## config.mk

```make
export PLATFORM = sky130hd
export DESIGN_NAME = sol_strap_latch
export DESIGN_NICKNAME = d
export VERILOG_FILES = /design/src/hdl/sol_pkg.sv /design/src/hdl/sol_led_mux.sv /design/src/hdl/sol_strap_latch.sv
export SDC_FILE = /design/constraint.sdc
export NUM_CORES = 1
export LEC_CHECK = 0
export ABC_AREA = 1
export BUFFER_PORTS_ARGS = -buffer_cell sky130_fd_sc_hd__buf_2
export CORE_UTILIZATION = 30
export CTS_BUF_LIST = sky130_fd_sc_hd__clkbuf_4 sky130_fd_sc_hd__clkbuf_8 sky130_fd_sc_hd__clkbuf_16
export DETAILED_ROUTE_END_ITERATION = 8
export SLEW_MARGIN = 20
export SYNTH_ARGS = -nofsm -noshare
export SYNTH_HDL_FRONTEND = slang
export SYNTH_SLANG_ARGS = --single-unit
```

## constraint.sdc

```tcl
create_clock -name clk -period 1.6 [get_ports clk]
set_input_delay 0.32 -clock clk [delete_from_list [all_inputs] [get_ports clk]]
set_output_delay 0.32 -clock clk [all_outputs]
set_load 0.01 [all_outputs]
```

## src/hdl/sol_pkg.sv

```systemverilog
package sol_pkg;
  localparam logic [7:0]  CFG_ADDR      = 8'h00;
  localparam logic [7:0]  STAT_ADDR     = 8'h04;
  localparam logic [7:0]  CTRL_ADDR     = 8'h08;
  localparam int          CFG_EEPROM    = 9;
  localparam int          CFG_WIDTH_LO  = 6;
  localparam int          CFG_WIDTH_HI  = 7;
  localparam int          CFG_ORDER     = 10;
  localparam int          CFG_RSVD      = 0;
  localparam int          CTRL_SWPD     = 0;
  localparam int          CTRL_MODE_LO  = 1;
  localparam int          CTRL_MODE_HI  = 2;
  localparam int          SETTLE_CYCLES = 4;
  localparam logic [31:0] CFG_RESET     = 32'h0000_0000;
  localparam logic [31:0] CTRL_RESET    = 32'h0000_0000;
  localparam logic [3:0]  STRAP_DEFAULT = 4'hE;
  typedef enum logic [1:0]
  {
    SOL_CAPTURE = 2'b00,
    SOL_RUN     = 2'b01,
    SOL_DOWN    = 2'b10
  } sol_state_t;
endpackage : sol_pkg

```

## src/hdl/sol_led_mux.sv

```systemverilog
`timescale 1ns/1ps
module sol_led_mux
  import sol_pkg::*;
(
  input  wire logic       link,
  input  wire logic       act,
  input  wire logic       speed_100,
  input  wire logic       full_duplex,
  input  wire logic [1:0] mode,
  output logic            led_a_n,
  output logic            led_b_n
);
  logic on_a;
  logic on_b;
  always_comb
  begin
    case (mode)
      2'b00:
      begin
        on_b = speed_100;
        on_a = link | act;
      end
      2'b01:
      begin
        on_b = act;
        on_a = link;
      end
      2'b10:
      begin
        on_b = full_duplex;
        on_a = link | act;
      end
      default:
      begin
        on_b = full_duplex;
        on_a = link;
      end
    endcase
    led_a_n = ~on_a;
    led_b_n = ~on_b;
  end
endmodule : sol_led_mux

```

## src/hdl/sol_strap_latch.sv

```systemverilog
// Local design decisions: the APB register port and the register offsets.
`timescale 1ns/1ps
module sol_strap_latch
  import sol_pkg::*;
(
  input  wire logic        clk,
  input  wire logic        rst,
  input  wire logic        hw_reset_n,
  input  wire logic        hw_power_down,
  input  wire logic        eeprom_strap_in,
  input  wire logic        port1_led_b_in,
  input  wire logic        bus_width_strap_in,
  input  wire logic        byte_order_strap_in,
  output logic             eeprom_strap_out,
  output logic             port1_led_b_out,
  output logic             bus_width_strap_out,
  output logic             byte_order_strap_out,
  output logic             port2_led_b_out,
  output logic             strap_oe,
  output logic             eeprom_present,
  output logic             bus_16bit,
  output logic             little_endian,
  input  wire logic [1:0]  port_link,
  input  wire logic [1:0]  port_act,
  input  wire logic [1:0]  port_speed_100,
  input  wire logic [1:0]  port_full_duplex,
  input  wire logic        wake_event,
  input  wire logic        psel,
  input  wire logic        penable,
  input  wire logic        pwrite,
  input  wire logic [7:0]  paddr,
  input  wire logic [31:0] pwdata,
  output logic [31:0]      prdata,
  output logic             pready,
  output logic             pslverr
);
  import sol_pkg::*;
  typedef struct packed {
    logic [1:0]  rn_sync;
    logic [1:0]  pd_sync;
    logic [7:0]  pin_sync;
    sol_state_t  state;
    logic [2:0]  settle;
    logic [3:0]  strap;
    logic [31:0] ctrl;
    logic [31:0] rdata;
    logic        err;
  } sol_reg_t;
  sol_reg_t r_ff;
  sol_reg_t nxt_r;
  logic [3:0] pins;
  logic       held;
  logic       led1a;
  logic       led1b;
  logic       led2a;
  logic       led2b;
  logic [31:0] cfg;
  assign pins = {byte_order_strap_in, bus_width_strap_in, port1_led_b_in, eeprom_strap_in};
  assign held = ~r_ff.rn_sync[1] | r_ff.pd_sync[1] | r_ff.ctrl[CTRL_SWPD];
  always_comb
  begin
    cfg = CFG_RESET;
    cfg[CFG_EEPROM] = r_ff.strap[0];
    cfg[CFG_WIDTH_HI] = r_ff.strap[2];
    cfg[CFG_WIDTH_LO] = r_ff.strap[2];
    cfg[CFG_ORDER] = r_ff.strap[3];
    cfg[CFG_RSVD] = ~r_ff.strap[1];
  end
  always_comb
  begin
    nxt_r = r_ff;
    nxt_r.rn_sync = {r_ff.rn_sync[0], hw_reset_n};
    nxt_r.pd_sync = {r_ff.pd_sync[0], hw_power_down};
    nxt_r.pin_sync = {r_ff.pin_sync[3:0], pins};
    nxt_r.err = 1'b0;
    case (r_ff.state)
      SOL_CAPTURE:
      begin
        if (held)
          nxt_r.settle = 3'd0;
        else if (r_ff.settle == 3'(SETTLE_CYCLES))
        begin
          nxt_r.strap = r_ff.pin_sync[7:4];
          nxt_r.state = SOL_RUN;
        end
        else
          nxt_r.settle = r_ff.settle + 3'd1;
      end
      SOL_RUN:
      begin
        if (held)
        begin
          nxt_r.state = SOL_DOWN;
          nxt_r.settle = 3'd0;
        end
      end
      default:
      begin
        nxt_r.state = SOL_CAPTURE;
      end
    endcase
    // read data and error loaded in setup, valid through access
    if (psel && !penable)
    begin
      if (paddr == CFG_ADDR)
        nxt_r.rdata = cfg;
      else if (paddr == STAT_ADDR)
        nxt_r.rdata = {30'h0000_0000, r_ff.state};
      else if (paddr == CTRL_ADDR)
        nxt_r.rdata = r_ff.ctrl;
      else
      begin
        nxt_r.rdata = 32'h0000_0000;
        nxt_r.err = 1'b1;
      end
    end
    if (psel && penable && pwrite && paddr == CTRL_ADDR)
      nxt_r.ctrl = {29'h0000_0000, pwdata[2:0]};
  end
  always_ff @(posedge clk or posedge rst)
  begin
    if (rst)
    begin
      r_ff.rn_sync <= 2'b00;
      r_ff.pd_sync <= 2'b00;
      r_ff.pin_sync <= 8'h00;
      r_ff.state <= SOL_CAPTURE;
      r_ff.settle <= 3'd0;
      r_ff.strap <= STRAP_DEFAULT;
      r_ff.ctrl <= CTRL_RESET;
      r_ff.rdata <= 32'h0000_0000;
      r_ff.err <= 1'b0;
    end
    else
      r_ff <= nxt_r;
  end
  assign strap_oe = (r_ff.state == SOL_RUN);
  assign eeprom_present = r_ff.strap[0];
  assign bus_16bit = r_ff.strap[2];
  assign little_endian = r_ff.strap[3];
  assign prdata = r_ff.rdata;
  assign pready = 1'b1;
  assign pslverr = r_ff.err;
  assign eeprom_strap_out = wake_event;
  assign port1_led_b_out = led1b;
  assign bus_width_strap_out = led1a;
  assign byte_order_strap_out = led2a;
  assign port2_led_b_out = led2b;
  sol_led_mux u_led1
  (
    .link        (port_link[0]),
    .act         (port_act[0]),
    .speed_100   (port_speed_100[0]),
    .full_duplex (port_full_duplex[0]),
    .mode        (r_ff.ctrl[CTRL_MODE_HI:CTRL_MODE_LO]),
    .led_a_n     (led1a),
    .led_b_n     (led1b)
  );
  sol_led_mux u_led2
  (
    .link        (port_link[1]),
    .act         (port_act[1]),
    .speed_100   (port_speed_100[1]),
    .full_duplex (port_full_duplex[1]),
    .mode        (r_ff.ctrl[CTRL_MODE_HI:CTRL_MODE_LO]),
    .led_a_n     (led2a),
    .led_b_n     (led2b)
  );
endmodule : sol_strap_latch

```

# After elaboration in Yosys (flattened, before gate mapping)
# Cells that the tools add are included.
# word_totals
romBits	0
inputBits	60
latchBits	0
regBits	57
mem_count	0
ramBits	0
# op_classes
shifts	0
n_bitwise	11
n_eq_ne	10
order_cmp	0
reduce_logical	13
n_addsub	1
n_div	0
mul	0
mux	18
# op_table
op	n
3-bit two-way mux	4
11-bit two-way mux	1
3-bit AND reduction	3
8-bit by 3-bit == test with 1-bit output, second input constant	1
8-bit by 4-bit == test with 1-bit output, second input constant	1
8-bit logical NOT	1
1-bit inverter	7
1-bit two-way mux	6
3-bit case mux with 2 select lines	1
5-bit two-way mux	1
2-bit by 1-bit == test with 1-bit output, second input constant	2
1-bit logical AND	4
2-bit logical NOT	2
2-bit two-way mux	2
2-bit != test, second input constant	2
1-bit bitwise OR	4
1-bit case mux with 2 select lines	2
2-bit case mux with 2 select lines	1
3-bit by 1-bit adder with 3-bit output, second input constant	1
3-bit == test, second input constant	1
3-bit != test, second input constant	1
2-bit == test, second input constant	1
2-bit by 1-bit != test with 1-bit output, second input constant	1
2-bit nonzero test	1
2 further kinds	2

# Logic depth before layout (Yosys ltp)
# depth
ltp_word	5
mapped_depth	8
ltp_nobuf	8

# Cells and area by module
# From an unflattened synthesis, not the netlist that was laid out.
# unflattened
cells_unflattened	184
hier_area_um2	1576.5
# modules_own_cells
module	instances	cells_per_inst	area_each_um2
sol_strap_latch	1	168	1506.4
sol_led_mux	2	8	35.0

# Worst setup path before layout
# OpenSTA, ideal clock, no wires.
# synth_timing
kind	register to register
from	register r_ff[69] (netlist bit)
to	register r_ff[71] (netlist bit)
path_stages_with_launch	8
setup_ps	126
setup_slack_ps	311
t_arrival_ps	1163
cell_sequence	dfrtp_1 inv_1 ha_1 nand2_1 nor2_1 nand2_2 nand3_2 o21ai_0
# synth_between
elab_chain_len	4
elab_cells_between_ends	7
cone_classes	add/sub: 1; eq/ne: 2; mux: 3; reduce/logical: 1
# synth_lines
element	line_no	rtl
start: declaration	sol_strap_latch.sv:49	sol_reg_t r_ff;
start signal: assignment	sol_strap_latch.sv:135	r_ff <= nxt_r;
3-bit by 1-bit adder with 3-bit output	sol_strap_latch.sv:87	nxt_r.settle = r_ff.settle + 3'd1;
3-bit two-way mux	sol_strap_latch.sv:81	else if (r_ff.settle == 3'(SETTLE_CYCLES))
3-bit two-way mux	sol_strap_latch.sv:79	if (held)
3-bit case mux with 2 select lines	sol_strap_latch.sv:76	case (r_ff.state)
# Parallel ways exist; a longest one is shown, timed or not. The select of a mux whose other input is x is not followed.
# A chain may end at the register's enable or synchronous reset.

# Final worst setup path
# layout_timing
from	register r_ff[35] (netlist bit)
to	output port port1_led_b_out
# layout_between
elab_chain_len	3
elab_cells_between_ends	4
cone_classes	eq/ne: 1; mux: 1; bitwise: 1; reduce/logical: 1
# layout_lines
element	line_no	rtl
2-bit by 1-bit == test with 1-bit output / 2-bit logical NOT (equally long branches)	sol_led_mux.sv:17	case (mode)
1-bit case mux with 2 select lines (*)	sol_led_mux.sv:17	
1-bit inverter (*)	sol_led_mux.sv:40	led_b_n = ~on_b;
end: declaration	sol_strap_latch.sv:15	output logic port1_led_b_out,
# Mark *: on every way between the ends. The rest lies on a longest branch, timed or not.

==> results.md <==
* PortBufs at 45
* Reg2Reg Depth at 8
* Final Setup Violations at 0
* Post-CTS setup buffer count at 0
* Largest net degree at the start of global routing at 32
* Total grt overflow at 0
* CP required at 1.28 ns
* Final Hold Viols at 0
* Die height at 74.4 um
* Clk sinks at 31
* Core Region at 0.00488 mm2
* TritonCTS Buffers at 5
* CP top delay family: flip-flops
* WL/cell at 9.18 um
* Cell Area, Synth at 0.00157 mm2
* Unrepaired setup endpoints after global routing: false
* Crit path launch: r_ff[35]$_DFFE_PP0P_
* CP Data Arrival Time at 1.17 ns
* H-tree Lvls at 2
* Antenna diodes at 0
* Ys flop type: dfrtp_1
* Routed Antenna Nets at 0
* Clock latency at the later pin of the worst-skew pair at 0.28 ns
* Slowest-stage cell, CP: dfrtp_1
* DRT iter0 DRCs at 48
* First-pass GRT wire length at 4.33 mm
* Kind of critical path: reg2out
* Sequential area share after synthesis at 49.6%
* Fin. max-slew vios at 0
* Die ar. at 0.00553 mm2
* Max VDD drop at 563 uV
* EDFF count, synth at 0
* CTS Hold Bufs at 0
* Synth warn at 0
* Min-delay worst type: in2async
* Die W at 74.4 um
* Vias per cell at 3.91
* Crit share post-route at 92.8%
* DR pass1 iterations at 4
* Synthesized instance count at 182
* Clock Root Buffer: clkbuf_8
* Layout cell share with drive strength beyond 1 at 27.9%
* # resized after CTS at 0
* Clock-pin slew of the registers on the worst-case setup and hold paths at 0.07 ns
* Status: complete, no violations
* CP Launch Type: flip-flop
* P&R area growth vs syn at 17.7%
* Via count at 1156
* Fin util at 37.9%
* All-layer global routing usage at 10.5%
* Most frequent cells in the layout: nand2_1, buf_2, dfrtp_1
* CP Cell Sequence: inv_1 -> nand2_1 -> o221ai_1 -> buf_2
* Worst R2R Setup Slack at 0.22 ns
* Fmax at 673 MHz
* CP Max Fanout at 4
* Number of synthesized register bits at 31
* Num rows at 25
* Post-Route Setup TNS at 0 ns
* Max-cap violations at 0
* Mean Syn Cell Area at 8.63 um2
* Power Total at 1.64 mW
* Dpl hpwl at 2.06 mm
* Initial Util at 32.2%
* Critical path depth at 4
* CTS tree: done
* Reg2reg end: r_ff[69]$_DFFE_PP0P_
* Final WL at 2.72 mm
* Commonest non-fill, non-tap cell in the layout: nand2_1
* Max clock buf depth at 2
* CP peak stage delay at 0.41 ns
* Finished Cell Area at 0.00185 mm2
* Distinct cells, synth at 20
* Critical Path Sink Type: output port
* Critical path endpoint: port1_led_b_out
* Clock Skew at 0.00729 ns
* Initial antenna violation count at 0
* Async S/R FF share, synth at 100%
* Final nets at 290
* Pleak at 1.05 nW
* # IOs at 103
* Reg2reg start: r_ff[69]$_DFFE_PP0P_
* Final min period at 1.49 ns
* Vias in the first global route at 1058
* Cell Area, Placed at 0.00175 mm2
* GPL Wtd Cong at 0.794
* PwrDens at 887 mW/mm2
* Worst path buffer plus inverter count at 2
* DRC Markers at 0
tightest hold or removal path, stage by stage:
cell and delay [ns]:
buf_2 0.09, inv_1 0.04, buf_4 0.35
kinds of logic after synthesis:
family	after synthesis	share of synthesized area, %
adder cells (fa/ha/maj)	2	1.59
buffers and inverters	52	20.5
XOR/XNOR	1	0.557
other	2	0.478
AO/OA/AOI/OAI	12	4.30
flip-flops	31	49.6
AND/OR/NAND/NOR	82	22.9
cell type report:
| class | count | area (um2) |
|---|---|---|
| fill | 506 | 3030 |
| clock buffer | 8 | 104 |
| multi-input combinational | 123 | 559 |
| sequential | 31 | 779 |
| inverter | 18 | 67.6 |
| tap | 67 | 83.8 |
| timing repair buffer | 49 | 255 |
cell usage after synthesis (3+ instances only):
library cell / n / area, um2
a21oi_1: 3 / 15.0
dfrtp_1: 28 / 701
dfstp_2: 3 / 78.8
nor2_1: 12 / 45.0
inv_1: 18 / 67.6
nand3_1: 14 / 70.1
o21ai_0: 5 / 25.0
nand2_1: 49 / 184
buf_4: 34 / 255
sequential cells by signal, summed over array words and instances (netlist names):
signal / count
little_endian: 1
r_ff: 15
nxt_r: 6
eeprom_present: 1
prdata: 6
bus_16bit: 1
pslverr: 1
layer usage:
metal	share of wire, %	wire length (um)	up-vias	track usage (%)
met5	0	0	-	0
met4	0.55	15	0	3.14
met3	9.8	266	2	4.20
met2	45	1220	59	17.0
met1	45	1220	496	12.8
li1	-	-	599	-
through the flow:
| step | std cells | setup WS, ns | hold slack [ns] |
|---|---|---|---|
| 6_report | 296 | 0.115 | 0.103 |
| 5_1_grt | 296 | 0.0128 | 0.132 |
| 4_1_cts | 296 | 0.0972 | 0.114 |
| 3_5_place_dp | 288 | 0.251 | 0.335 |
| 3_3_place_gp | 288 | 0.279 | 0.333 |
| 2_1_floorplan | 206 | 0.311 | 0.331 |
where the power goes:
part	leakage (nW)	internal, mW	switching (mW)
Combinational	0.603	0.0520	0.0945
Sequential	0.392	0.810	0.00969
Clock	0.0549	0.409	0.266
Total	1.05	1.27	0.370
how the worst min path moves through the flow:
stage,start,endpoint,cells after the start
CTS,rst,nxt_r[78]$_DFF_PP0_,3
finish,rst,nxt_r[80]$_DFF_PP0_,3
detailed placement,nxt_r[80]$_DFF_PP0_,r_ff[80]$_DFF_PP0_,0
floorplan,nxt_r[78]$_DFF_PP0_,r_ff[78]$_DFF_PP0_,0
global route,eeprom_strap_in,nxt_r[78]$_DFF_PP0_,1
global placement,nxt_r[78]$_DFF_PP0_,r_ff[78]$_DFF_PP0_,0
No activity file was read; power rests on OpenSTA's default activity.
